## src/logic/reset_boot_pkg.sv

```systemverilog
// Constants and types for the reset and boot sequencer
package reset_boot_pkg;

    // ============================================================
    // Timing in state times (one state time is one sys_clk cycle)
    localparam int unsigned RESET_MIN_STATES = 16;
    localparam int unsigned BOOT_SEQ_STATES  = 10;
    localparam int unsigned LOW_CNT_W        = 5;
    localparam int unsigned SEQ_CNT_W        = 4;

    // ============================================================
    // Boot step schedule within the sequence
    localparam logic [3:0] STEP_CLEAR  = 4'h0;
    localparam logic [3:0] STEP_CAP0   = 4'h2;
    localparam logic [3:0] STEP_CAP1   = 4'h4;
    localparam logic [3:0] STEP_CAP2   = 4'h6;
    localparam logic [3:0] STEP_JUMP   = 4'h9;

    // ============================================================
    // Addresses
    localparam logic [23:0] CFG0_ADDR       = 24'h002018;
    localparam logic [23:0] CFG1_ADDR       = 24'h00201a;
    localparam logic [23:0] CFG2_ADDR       = 24'h00201c;
    localparam logic [23:0] START_ADDR      = 24'h002080;
    localparam logic [23:0] ONCHIP_LO_ADDR  = 24'hff2000;
    localparam logic [23:0] ONCHIP_HI_ADDR  = 24'hffffff;

    // ============================================================
    // Reset values and clock multiplier
    localparam logic [15:0] STATUS_RESET   = 16'h0000;
    localparam logic [7:0]  CFG_BYTE_RESET = 8'hff;
    localparam logic [2:0]  PLL_MULT       = 3'h4;
    localparam logic [2:0]  PLL_BYPASS     = 3'h1;
    // Pin synchroniser contents under block reset: board reset seen low
    localparam logic [3:0]  PIN_SYNC_RESET = 4'h0;

    // ============================================================
    // Sequencer states, Gray along hold, sync, sequence, run
    typedef enum logic [2:0] {
        ST_HOLD = 3'b000,
        ST_SYNC = 3'b001,
        ST_SEQ  = 3'b011,
        ST_RUN  = 3'b010,
        ST_PROG = 3'b110
    } boot_state_type;

    typedef struct packed {
        logic       reset_b;
        logic       external_access_select;
        logic       prog_level;
        logic       clock_multiplier_select;
    } pin_in_type;

    typedef struct packed {
        logic [7:0] byte2;
        logic [7:0] byte1;
        logic [7:0] byte0;
    } chip_config_bytes_type;

endpackage

```

## src/logic/reset_boot_sequencer.sv

```systemverilog
// Reset qualification, clock output resync and post-reset boot sequence
module reset_boot_sequencer
    import reset_boot_pkg::*;
// What this block does
// - Reset low 16 state times resets chip
// - Release resynchronizes clock output before sequence
// - Start-up sequence lasts exactly 10 state times
// - Sequence clears processor status word
// - Load config bytes 2018, 201A, optional 201C
// - Sequence ends with jump to 2080
// - Latch external access select during reset
// - Select high routes upper range on-chip
// - Select low routes upper range off-chip
// - Programming level at reset enters programming mode
// - Multiplier select low bypasses PLL
// - Multiplier select high multiplies by four
// - Clock output 50 percent duty after resync
#(
    parameter int unsigned ADDR_W = 24
) (
    // Clock and reset
    input  wire logic                  sys_clk_i,
    input  wire logic                  rst_b_i,
    // Board pins and straps, asynchronous
    input  wire pin_in_type            pins_i,
    // Enable for the third config byte, sampled at its read step
    input  wire logic                  byte2_enable_i,
    // Boot fetch port
    output logic                       cfg_rd_o,
    output logic [ADDR_W-1:0]          cfg_addr_o,
    input  wire logic [7:0]            cfg_data_i,
    // Core controls
    output logic                       chip_reset_o,
    output logic                       clock_output_pin_o,
    output logic [15:0]                processor_status_word_o,
    output chip_config_bytes_type      chip_config_bytes_o,
    output logic [ADDR_W-1:0]          start_pc_o,
    output logic                       start_pulse_o,
    output logic                       fetch_enable_o,
    output logic                       prog_mode_o,
    // Memory routing
    input  wire logic [ADDR_W-1:0]     access_addr_i,
    output logic                       route_onchip_o,
    output logic                       route_offchip_o,
    // Clock generator strap outputs
    output logic                       pll_enable_o,
    output logic [2:0]                 pll_mult_o
);

    // ============================================================
    // Functions
    function automatic logic in_upper_range(input logic [ADDR_W-1:0] a);
        in_upper_range = (a >= ONCHIP_LO_ADDR[ADDR_W-1:0]) &&
                         (a <= ONCHIP_HI_ADDR[ADDR_W-1:0]);
    endfunction

    // ============================================================
    // Pin synchronisers
    pin_in_type pin_meta_reg;
    pin_in_type pin_meta_next;
    pin_in_type pin_sync_reg;
    pin_in_type pin_sync_next;

    always_comb begin
        pin_meta_next = pins_i;
        pin_sync_next = pin_meta_reg;
    end

    always_ff @(posedge sys_clk_i) begin
        // Seen as reset low until real levels arrive, so no strap is latched from a guess
        if (!rst_b_i) begin
            pin_meta_reg <= PIN_SYNC_RESET;
            pin_sync_reg <= PIN_SYNC_RESET;
        end else begin
            pin_meta_reg <= pin_meta_next;
            pin_sync_reg <= pin_sync_next;
        end
    end

    // ============================================================
    // Reset pulse qualification
    logic [LOW_CNT_W-1:0] low_cnt_reg;
    logic [LOW_CNT_W-1:0] low_cnt_next;
    logic                 qualified;

    always_comb begin
        low_cnt_next = low_cnt_reg;
        if (pin_sync_reg.reset_b) begin
            low_cnt_next = '0;
        end else if (low_cnt_reg < LOW_CNT_W'(RESET_MIN_STATES)) begin
            low_cnt_next = low_cnt_reg + LOW_CNT_W'(1);
        end
    end

    // Shorter lows are treated as glitches and ignored
    assign qualified = (low_cnt_reg >= LOW_CNT_W'(RESET_MIN_STATES));

    always_ff @(posedge sys_clk_i) begin
        if (!rst_b_i) begin
            low_cnt_reg <= '0;
        end else begin
            low_cnt_reg <= low_cnt_next;
        end
    end

    // ============================================================
    // Sequencer state
    boot_state_type       state_reg;
    boot_state_type       state_next;
    logic [SEQ_CNT_W-1:0] seq_cnt_reg;
    logic [SEQ_CNT_W-1:0] seq_cnt_next;
    logic                 ext_latch_reg;
    logic                 ext_latch_next;
    logic                 prog_latch_reg;
    logic                 prog_latch_next;
    logic                 pll_latch_reg;
    logic                 pll_latch_next;

    always_comb begin
        state_next      = state_reg;
        seq_cnt_next    = seq_cnt_reg;
        ext_latch_next  = ext_latch_reg;
        prog_latch_next = prog_latch_reg;
        pll_latch_next  = pll_latch_reg;
        case (state_reg)
            ST_HOLD: begin
                ext_latch_next  = pin_sync_reg.external_access_select;
                prog_latch_next = pin_sync_reg.prog_level;
                pll_latch_next  = pin_sync_reg.clock_multiplier_select;
                if (pin_sync_reg.reset_b) begin
                    state_next = ST_SYNC;
                end
            end
            ST_SYNC: begin
                seq_cnt_next = '0;
                if (prog_latch_reg) begin
                    state_next = ST_PROG;
                end else begin
                    state_next = ST_SEQ;
                end
            end
            ST_SEQ: begin
                if (seq_cnt_reg == STEP_JUMP) begin
                    state_next = ST_RUN;
                end else begin
                    seq_cnt_next = seq_cnt_reg + SEQ_CNT_W'(1);
                end
            end
            ST_RUN: begin
                state_next = ST_RUN;
            end
            ST_PROG: begin
                state_next = ST_PROG;
            end
            default: begin
                state_next = ST_HOLD;
            end
        endcase
        if (qualified) begin
            state_next   = ST_HOLD;
            seq_cnt_next = '0;
        end
    end

    always_ff @(posedge sys_clk_i) begin
        if (!rst_b_i) begin
            state_reg      <= ST_HOLD;
            seq_cnt_reg    <= '0;
            ext_latch_reg  <= 1'b0;
            prog_latch_reg <= 1'b0;
            pll_latch_reg  <= 1'b0;
        end else begin
            state_reg      <= state_next;
            seq_cnt_reg    <= seq_cnt_next;
            ext_latch_reg  <= ext_latch_next;
            prog_latch_reg <= prog_latch_next;
            pll_latch_reg  <= pll_latch_next;
        end
    end

    // ============================================================
    // Boot datapath: status word, config bytes, fetch, jump
    logic                  in_seq;
    logic                  byte2_en_reg;
    logic                  byte2_en_next;
    logic                  cfg_rd_reg;
    logic                  cfg_rd_next;
    logic [ADDR_W-1:0]     cfg_addr_reg;
    logic [ADDR_W-1:0]     cfg_addr_next;
    logic [15:0]           status_word_reg;
    logic [15:0]           status_word_next;
    chip_config_bytes_type cfg_bytes_reg;
    chip_config_bytes_type cfg_bytes_next;
    logic [ADDR_W-1:0]     pc_reg;
    logic [ADDR_W-1:0]     pc_next;
    logic                  start_reg;
    logic                  start_next;

    assign in_seq = (state_reg == ST_SEQ) && !qualified;

    always_comb begin
        byte2_en_next    = byte2_en_reg;
        cfg_rd_next      = 1'b0;
        cfg_addr_next    = cfg_addr_reg;
        status_word_next = status_word_reg;
        cfg_bytes_next   = cfg_bytes_reg;
        pc_next          = pc_reg;
        start_next       = 1'b0;
        if (in_seq) begin
            case (seq_cnt_reg)
                STEP_CLEAR: begin
                    status_word_next = STATUS_RESET;
                    cfg_rd_next      = 1'b1;
                    cfg_addr_next    = CFG0_ADDR[ADDR_W-1:0];
                end
                STEP_CAP0: begin
                    cfg_bytes_next.byte0 = cfg_data_i;
                    cfg_rd_next          = 1'b1;
                    cfg_addr_next        = CFG1_ADDR[ADDR_W-1:0];
                end
                STEP_CAP1: begin
                    cfg_bytes_next.byte1 = cfg_data_i;
                    byte2_en_next        = byte2_enable_i;
                    cfg_rd_next          = byte2_enable_i;
                    cfg_addr_next        = CFG2_ADDR[ADDR_W-1:0];
                end
                STEP_CAP2: begin
                    if (byte2_en_reg) begin
                        cfg_bytes_next.byte2 = cfg_data_i;
                    end
                end
                STEP_JUMP: begin
                    pc_next    = START_ADDR[ADDR_W-1:0];
                    start_next = 1'b1;
                end
                default: begin
                    cfg_rd_next = 1'b0;
                end
            endcase
        end
        // Config bytes keep reset value until reloaded
        if (qualified) begin
            cfg_bytes_next = {3{CFG_BYTE_RESET}};
            byte2_en_next  = 1'b0;
        end
    end

    always_ff @(posedge sys_clk_i) begin
        if (!rst_b_i) begin
            byte2_en_reg    <= 1'b0;
            cfg_rd_reg      <= 1'b0;
            cfg_addr_reg    <= '0;
            status_word_reg <= STATUS_RESET;
            cfg_bytes_reg   <= {3{CFG_BYTE_RESET}};
            pc_reg          <= '0;
            start_reg       <= 1'b0;
        end else begin
            byte2_en_reg    <= byte2_en_next;
            cfg_rd_reg      <= cfg_rd_next;
            cfg_addr_reg    <= cfg_addr_next;
            status_word_reg <= status_word_next;
            cfg_bytes_reg   <= cfg_bytes_next;
            pc_reg       <= pc_next;
            start_reg    <= start_next;
        end
    end

    // ============================================================
    // Clock output, phase forced low until resync completes
    logic clk_out_reg;
    logic clk_out_next;

    // Toggle every state time, even duty
    always_comb begin
        clk_out_next = ~clk_out_reg;
        // Held in phase reset through release
        if (state_reg == ST_HOLD || state_reg == ST_SYNC || qualified) begin
            clk_out_next = 1'b0;
        end
    end

    always_ff @(posedge sys_clk_i) begin
        if (!rst_b_i) begin
            clk_out_reg <= 1'b0;
        end else begin
            clk_out_reg <= clk_out_next;
        end
    end

    // ============================================================
    // Outputs
    // Whole chip held while in reset
    assign chip_reset_o            = (state_reg == ST_HOLD);
    assign clock_output_pin_o      = clk_out_reg;
    assign processor_status_word_o = status_word_reg;
    assign chip_config_bytes_o     = cfg_bytes_reg;
    assign cfg_rd_o                = cfg_rd_reg;
    assign cfg_addr_o              = cfg_addr_reg;
    assign start_pc_o              = pc_reg;
    assign start_pulse_o           = start_reg;
    assign fetch_enable_o          = (state_reg == ST_RUN);
    assign prog_mode_o             = (state_reg == ST_PROG);

    assign route_onchip_o  = fetch_enable_o && ext_latch_reg &&
                             in_upper_range(access_addr_i);
    assign route_offchip_o = fetch_enable_o && !route_onchip_o;

    // Strap latched at reset so a stray toggle cannot glitch the PLL
    // Low bypasses the PLL
    // High selects the times four PLL
    assign pll_enable_o = pll_latch_reg;
    assign pll_mult_o   = pll_latch_reg ? PLL_MULT : PLL_BYPASS;

endmodule

```

## config.mk

```make
export PLATFORM = sky130hd
export DESIGN_NAME = reset_boot_sequencer
export DESIGN_NICKNAME = d
export VERILOG_FILES = /design/src/logic/reset_boot_pkg.sv /design/src/logic/reset_boot_sequencer.sv
export SDC_FILE = /design/constraint.sdc
export NUM_CORES = 1
export LEC_CHECK = 0
export BUFFER_PORTS_ARGS = -buffer_cell sky130_fd_sc_hd__buf_2
export CAP_MARGIN = 20
export CELL_PAD_IN_SITES_DETAIL_PLACEMENT = 2
export CELL_PAD_IN_SITES_GLOBAL_PLACEMENT = 2
export CORE_UTILIZATION = 27
export DETAILED_ROUTE_END_ITERATION = 8
export GPL_ROUTABILITY_DRIVEN = 0
export PLACE_DENSITY_LB_ADDON = 0.05
export SLEW_MARGIN = 20
export SYNTH_ARGS = -nofsm -noshare
export SYNTH_HDL_FRONTEND = slang
export SYNTH_SLANG_ARGS = --single-unit
```

## constraint.sdc

```tcl
create_clock -name sys_clk_i -period 2.7 [get_ports sys_clk_i]
set_input_delay 0 -clock sys_clk_i [delete_from_list [all_inputs] [get_ports sys_clk_i]]
set_output_delay 0 -clock sys_clk_i [all_outputs]
set_load 0.005 [all_outputs]
```

* After elaboration in Yosys (flattened, before gate mapping)
Index checks and enable logic that the tools add are counted.
** Cells by class
- Add/subtract/negate cells :: 2
- Multiply operators :: 0
- Divide/modulo/power cells :: 0
- Order comparisons :: 4
- Equal/unequal tests :: 11
- Shift-type cells :: 0
- Muxes and demuxes :: 10
- Bitwise logic cells :: 2
- Reductions and logical operators :: 25
** Operators with widths (number)
- case mux 24 bit (3 select lines) :: 1
- greater-or-equal comparator 24 bit (second input constant) :: 1
- <= comparator 24 bit (second input constant) :: 1
- case mux 3 bit (5 select lines) :: 1
- AND reduction 2 bit :: 7
- 2-to-1 mux 3 bit :: 4
- equality test 4 x 3 -> 1 bit (second input constant) :: 2
- case mux 4 bit (2 select lines) :: 1
- OR reduction 2 bit :: 4
- equality test 3 x 2 -> 1 bit (second input constant) :: 2
- adder 5 x 1 -> 5 bit (second input constant) :: 1
- greater-or-equal comparator 5 bit (second input constant) :: 1
- logical AND 1 bit :: 5
- < comparator 5 bit (second input constant) :: 1
- adder 4 x 1 -> 4 bit (second input constant) :: 1
- equality test 4 x 2 -> 1 bit (second input constant) :: 1
- equality test 4 bit (second input constant) :: 1
- zero test 4 bit :: 1
- 2-to-1 mux 4 bit :: 1
- inequality test 2 bit (second input constant) :: 2
- equality test 3 x 1 -> 1 bit (second input constant) :: 1
- equality test 3 bit (second input constant) :: 1
- zero test 3 bit :: 1
- AND reduction 3 bit :: 1
- other kinds (8) :: 11
** Word-level totals
- Flip-flop bits (word level) :: 76
- Latch bits :: 0
- RAM bits :: 0
- ROM bits :: 0
- Output and inout bits :: 100
- Logic and storage cells :: 77
- Memories kept :: 0

* Longest topological paths before layout
Gate-level depths: netlist of the first run.
- Depth in word-level cells :: 5
- Gate-level depth with buffers :: 6

* Least setup slack after synthesis of the first run
Ideal clock, no wire load.
- Kind :: flip-flop to flip-flop
- From :: reg state_reg[2]
- To :: reg cfg_bytes_reg (netlist bit chip_config_bytes_o[16])
- Setup time :: 72 ps
- Arrival :: 1363 ps
- Slack :: 1266 ps
- Cell stages (with the launch flop) :: 6
- Path buffers :: 2
- Period minus slack after synthesis :: 1434 ps
- Cells stage by stage :: dfxtp_1 clkbuf_1 nor4bb_1 and4_1 buf_2 mux2i_1
** On the way
- Word-level cells in the longest chain between the ends :: 3
** RTL lines
- start: declaration :: line reset_boot_sequencer.sv:108 : boot_state_type state_reg;
- start signal: assignment :: line reset_boot_sequencer.sv:173 : state_reg <= state_next;
- equality test 3 x 2 -> 1 bit :: line reset_boot_sequencer.sv:199 : assign in_seq = (state_reg == ST_SEQ) && !qualified;
- logical AND 1 bit :: line reset_boot_sequencer.sv:199
- AND reduction 3 bit (no source line)
- end signal: assignment :: line reset_boot_sequencer.sv:254 : cfg_bytes_reg <= {3{CFG_BYTE_RESET}};
- end signal: assignment :: line reset_boot_sequencer.sv:262 : cfg_bytes_reg <= cfg_bytes_next;
- end: declaration :: line reset_boot_sequencer.sv:192 : chip_config_bytes_type cfg_bytes_reg;
Every way passes these cells.
A chain may end at the register's enable or synchronous reset.

* Worst setup path after layout of the first run
- From :: reg seq_cnt_reg[2]
- To :: reg cfg_bytes_reg (netlist bit chip_config_bytes_o[20])
** On the way
- Word-level cells in the longest chain between the ends :: 2
** RTL lines
- start: declaration :: line reset_boot_sequencer.sv:110 : logic [SEQ_CNT_W-1:0] seq_cnt_reg;
- start signal: assignment :: line reset_boot_sequencer.sv:174 : seq_cnt_reg <= seq_cnt_next;
- equality test 4 x 3 -> 1 bit :: line reset_boot_sequencer.sv:210 : case (seq_cnt_reg)
- AND reduction 3 bit (no source line)
Every way passes these cells.

==> impl_metrics.env, run 1 <==
export IMPL_antenna_left=0
export IMPL_slew_headroom_pct=49.04
export IMPL_seq_area_frac_synth_pct=40.80
export IMPL_cts_made_buffers=5
export IMPL_core_um2=9729
export IMPL_cp_top_family="simple AND/OR/NAND/NOR gates"
export IMPL_ys_ff_latch=55
export IMPL_fmax_mhz=525.3
export IMPL_vdd_ir_drop_max_mv=0.2051
export IMPL_layout_commonest_cell="buf_2"
export IMPL_critPathBufInv=0
export IMPL_ctsResizeCount=0
export IMPL_clk_latency_ns=0.31
export IMPL_vias_per_cell=4.153
export IMPL_cp_max_fo=10
export IMPL_crit_required_ns=2.94
export IMPL_r2r_cells=3
export IMPL_holdPathStages=2
export IMPL_ys_flop_type="dfxtp_1"
export IMPL_yosysTopAreaCellShare_pct=40.80
export IMPL_dieWidth_um=102.0
export IMPL_rsz0062_at_grt="no"
export IMPL_setup_viol=0
export IMPL_synth_edf_count=0
export IMPL_cts_root_buf="clkbuf_8"
export IMPL_final_cell_mix="buf_2 (67), conb_1 (58), dfxtp_1 (55)"
export IMPL_drive_above_1_share_pct=21.98
export IMPL_cp_cell_sequence="nor4bb_1 -> and4_1 -> mux2i_1"
export IMPL_synthArstFlopShare_pct=0
export IMPL_final_nets=408
export IMPL_cts_sinks=55
export IMPL_worst_path_stages=3
export IMPL_areaGrowthSynthToFinish_pct=16.64
export IMPL_dpl_hpwl_um=4673
export IMPL_first_iter_violations=43
export IMPL_cts_tree="done"
export IMPL_skew_ns=0.008417
export IMPL_finalHoldViolCount=0
export IMPL_cp_start_kind="flip-flop"
export IMPL_die_area_um2=10400
export IMPL_postLayoutCoreUtil_pct=32.36
export IMPL_status="completed"
export IMPL_fillers=1148
export IMPL_syn_avg_cell_area_um2=9.180
export IMPL_setup_tns_ns=0
export IMPL_firstDrtPassIters=4
export IMPL_num_rows=36
export IMPL_synth_top_cells_by_area="dfxtp_1 (41%), buf_4 (17%), mux2i_1 (11%), nor2_1 (5.6%), ha_1 (2.3%)"
export IMPL_cts_htree_levels=2
export IMPL_crit_path_max_incr_delay_ns=0.59
export IMPL_io_buffers=67
export IMPL_track_usage_pct=12.57
export IMPL_p_leak_nw=1.471
export IMPL_max_cap_violations=0
export IMPL_whs_ns=0.09569
export IMPL_yosysWarnings=0
export IMPL_grt_pass1_vias=2060
export IMPL_drc=0
export IMPL_finalCriticalPeriod_ns=1.904
export IMPL_hp_class="primary input to flip-flop"
export IMPL_period_share_pct=70.50
export IMPL_grt_max_degree=36
export IMPL_end_kind="flip-flop"
export IMPL_slew_viol_final=0
export IMPL_clock_path_buffers=2
export IMPL_num_vias=2064
export IMPL_num_antenna_cells=0
export IMPL_synth_top_cell_by_area="dfxtp_1"
export IMPL_grt_pass1_wl_um=10090
export IMPL_powerDensity_nw_per_um2=474.8
export IMPL_fin_ws_ns=0.7964
export IMPL_detail_route_wirelength_um=6423
export IMPL_worst_pin_slew_ns=0.7574
export IMPL_die_h_um=102.0
export IMPL_path_clk_slew_ns=0.10
export IMPL_start_util_pct=27.74
export IMPL_cp_slowest_cell="and4_1"
export IMPL_totalPowerFinal_w=0.001495
export IMPL_antenna_found_initial=0
export IMPL_critPathArrivalTime_ns=2.14
export IMPL_post_place_ws_ns=0.8302
export IMPL_path_class="flip-flop to flip-flop"
export IMPL_largest_reg_flops=24
export IMPL_synth_cells=294
export IMPL_yosys_cell_types_count=47
export IMPL_top_level_ports=139
export IMPL_grt_ovfl_total=0
export IMPL_drt_wirelength_per_cell_um=12.92
export IMPL_synthesis_area_um2=2699
area by class of cell:
type	instances	area, um^2	area share [%]
Multi-Input combinational cell	213	1255	39.86
Sequential cell	55	1101	34.98
Timing Repair Buffer	83	500.5	15.90
Tap cell	133	166.4	5.286
Clock buffer	6	72.57	2.305
Clock inverter	1	30.03	0.9539
Inverter	6	22.52	0.7154
metal layers:
metal  global-route usage (%)  up-vias  share of wire, %
met5                        0        -                 0
met4                    2.967        0              0.69
met3                    2.736        4               4.8
met2                    22.46       71                50
met1                    15.31      998                44
li1                         -      991                 -
per-stage QoR:
step	instances	area, um^2
2_1_floorplan	351	2913
3_3_place_gp	477	2915
3_5_place_dp	477	2915
4_1_cts	497	3148
5_1_grt	497	3148
6_report	497	3148
power by group:
part	switching [W]	internal [W]	total, W
sequential	0.00000885	0.000824	0.000833
clock	0.000262	0.000273	0.000534
combinational	0.0000720	0.0000554	0.000127
total	0.000343	0.00115	0.00149
final timing paths:
kind                                          from  slack [ns]                       to
worst max register to register      seq_cnt_reg[2]        0.80  chip_config_bytes_o[20]
worst max-delay path                seq_cnt_reg[2]        0.80  chip_config_bytes_o[20]
worst min-delay path                       rst_b_i         0.1            cfg_addr_o[4]
worst min register to register  clock_output_pin_o        0.42       clock_output_pin_o
cells by family after synthesis:
group / Yosys count / synth area share, %
xor+xnor: 3 / 0.9738
compound gates: 19 / 4.683
flops: 55 / 40.80
other cells: 1 / 0.1389
simple gates: 99 / 19.70
mux: 29 / 10.76
buf+inv: 83 / 20.63
fa+ha+maj: 5 / 2.318
synthesized netlist by cell type, types with 2 or more instances:
master / count
buf_4: 62
dfxtp_1: 55
nor2_1: 40
mux2i_1: 29
nor2b_1: 10
and2_1: 9
clkbuf_1: 9
nor3_1: 7
inv_1: 6
a21oi_1: 5
ha_1: 5
nand4_1: 5
nand2_1: 4
nand2b_1: 4
nand3_1: 4
buf_2: 3
nor4_1: 3
o21ai_0: 3
a31oi_1: 2
xor2_1: 2
what timing repair did:
item | in CTS | in global routing
endpoints found under the hold margin | 25 | 0
hold buffers | 13 | 0
setup buffers | 0 | 0
worst reg2reg max path, stage by stage, from the launching register on:
cell and delay (ns):
dfxtp_1 0.53, nor4bb_1 0.47, and4_1 0.59, mux2i_1 0.25
No activity file was read; power rests on OpenSTA's default activity.
==> inputs of run 2 (changes only) <==
CORE_UTILIZATION = 25   (was 27)
clock period = 2 ns   (was 2.7 ns; I/O delays follow)
==> run 2 against run 1 <==
Combinational power up 38%; non-clock buffer count up 10; clock skew up 0.00099 ns; global-route usage about the same; first-iteration DRC count down 4.7%; setup slack worse by 0.51 ns; power up 29%; die area up 7.8%; final cell count up 3.0%; register-to-register slack worse by 0.51 ns; critical endpoint is now chip_config_bytes_o[23]; highest routed layer unchanged.
==> impl_metrics.env, run 2 (synthesized netlist as in run 1, its figures left out) <==
export IMPL_status="completed"
export IMPL_core_um2=10420
export IMPL_layout_commonest_cell="buf_2"
export IMPL_drt_wirelength_per_cell_um=13.16
export IMPL_multiInputGateArea_um2=1255
export IMPL_drc=0
export IMPL_stdcell_count=512
export IMPL_reg2reg_slack_ns=0.29
export IMPL_track_usage_pct=12.54
export IMPL_setup_viol=0
export IMPL_skew_ns=0.009410
export IMPL_start_util_pct=25.91
export IMPL_setup_tns_ns=0
export IMPL_num_vias=2096
export IMPL_holdCritStartpoint="rst_b_i"
export IMPL_largest_reg_flops=24
export IMPL_powerDensity_nw_per_um2=602.6
export IMPL_finalHoldViolCount=0
export IMPL_antenna_left=0
export IMPL_end_kind="flip-flop"
export IMPL_dpl_hpwl_um=5079
export IMPL_cts_tree="done"
export IMPL_finalCriticalPeriod_ns=1.711
export IMPL_postPlaceCellArea_um2=2982
export IMPL_min_to="cfg_addr_o[4]"
export IMPL_seqCellArea_um2=1101
export IMPL_die_area_um2=11210
export IMPL_max_cap_violations=0
export IMPL_rsz0062_at_grt="no"
export IMPL_cts_htree_levels=2
export IMPL_fillers=1237
export IMPL_r2r_cells=4
export IMPL_clock_path_buffers=2
export IMPL_clk_latency_ns=0.31
export IMPL_cts_root_buf="clkbuf_8"
export IMPL_drive_above_1_share_pct=24.27
export IMPL_r2r_end="chip_config_bytes_o[23]"
export IMPL_die_h_um=105.9
export IMPL_detail_route_wirelength_um=6739
export IMPL_hp_class="primary input to flip-flop"
export IMPL_cp_max_fo=9
export IMPL_antenna_found_initial=1
export IMPL_slew_headroom_pct=67.30
export IMPL_ctsResizeCount=0
export IMPL_worst_pin_slew_ns=0.4839
export IMPL_dp_cells=490
export IMPL_cts_sinks=55
export IMPL_first_iter_violations=41
export IMPL_crit_required_ns=2.25
export IMPL_num_rows=37
export IMPL_firstDrtPassIters=4
export IMPL_vias_per_cell=4.094
export IMPL_grt_ovfl_total=0
export IMPL_grt_pass1_vias=2146
export IMPL_final_cell_mix="buf_2 (67), conb_1 (58), dfxtp_1 (55)"
export IMPL_grt_pass1_wl_um=10960
export IMPL_io_buffers=67
export IMPL_slew_viol_final=0
export IMPL_period_share_pct=85.55
export IMPL_grt_max_degree=33
export IMPL_top_level_ports=139
export IMPL_path_class="flip-flop to flip-flop"
export IMPL_holdPathStages=3
export IMPL_fmax_mhz=584.5
export IMPL_cp_start_kind="flip-flop"
export IMPL_final_nets=418
export IMPL_cts_made_buffers=5
export IMPL_critPathArrivalTime_ns=1.96
export IMPL_dieWidth_um=105.9
export IMPL_vdd_ir_drop_max_mv=0.2225
export IMPL_stdcell_area_um2=3199
export IMPL_areaGrowthSynthToFinish_pct=18.54
export IMPL_path_clk_slew_ns=0.10
export IMPL_p_leak_nw=1.507
## run 2: changes by cell type in the layout (fill, tap and decap cells not counted), sizes merged
| cell | previous run | this run |
|---|---|---|
| buf | 70 | 80 |
| bufinv | 1 | 0 |
| clkinv | 0 | 1 |
| clkinvlp | 0 | 1 |
| diode | 0 | 1 |
## run 2: layout make-up
class / count / share of cell area [%]
Antenna cell: 1 / 0.07822
Multi-Input combinational cell: 213 / 39.23
Clock buffer: 6 / 2.268
Clock inverter: 2 / 0.3911
Timing Repair Buffer: 93 / 17.60
Tap cell: 136 / 5.319
Inverter: 6 / 0.7039
Sequential cell: 55 / 34.42
## run 2: power breakdown
part           switching [W]  internal, W
combinational      0.0000971    0.0000778
sequential         0.0000141      0.00111
clock               0.000380     0.000246
## run 2: how the worst max path moves through the flow
stage / startpoint / endpoint / slack, ns
after floorplan: state_reg[2] / chip_config_bytes_o[16] / 0.57
after global placement: flip-flop / chip_config_bytes_o[22] / 0.33
after detailed placement: flip-flop / chip_config_bytes_o[21] / 0.31
after CTS: flip-flop / chip_config_bytes_o[21] / 0.27
after global routing: seq_cnt_reg[3] / chip_config_bytes_o[21] / 0.15
final: flip-flop / chip_config_bytes_o[23] / 0.29
## run 2: timing repair
action,in CTS,in global routing
hold endpoints to repair,23,0
setup buffers,0,0
hold buffers,13,0
## run 2: critical path, cell delays in order, from the launching register on
cell      delay, ns
dfxtp_1        0.52
nor4bb_1       0.46
and4_1         0.26
buf_4          0.20
mux2i_1        0.20
## run 2: through the flow
| stage | setup WS, ns | util, % | hold WS [ns] | power (W) |
|---|---|---|---|---|
| 6_report | 0.2890 | 30.71 | 0.1288 | 0.001928 |
| 2_1_floorplan | 0.5657 | - | 0.1273 | 0.001327 |
| 3_5_place_dp | 0.3116 | 28.62 | 0.2124 | 0.001309 |
| 5_1_grt | 0.1494 | 30.69 | 0.1325 | 0.002042 |
| 4_1_cts | 0.2733 | 30.69 | 0.1231 | 0.001971 |
| 3_3_place_gp | 0.3268 | 28.62 | 0.2073 | 0.001305 |
## run 2: per-layer routing
metal / share of wire [%] / global-route usage, %
met4: 1.1 / 3.274
met5: 0 / 0
met1: 45 / 15.77
met2: 48 / 21.10
met3: 5.2 / 3.372
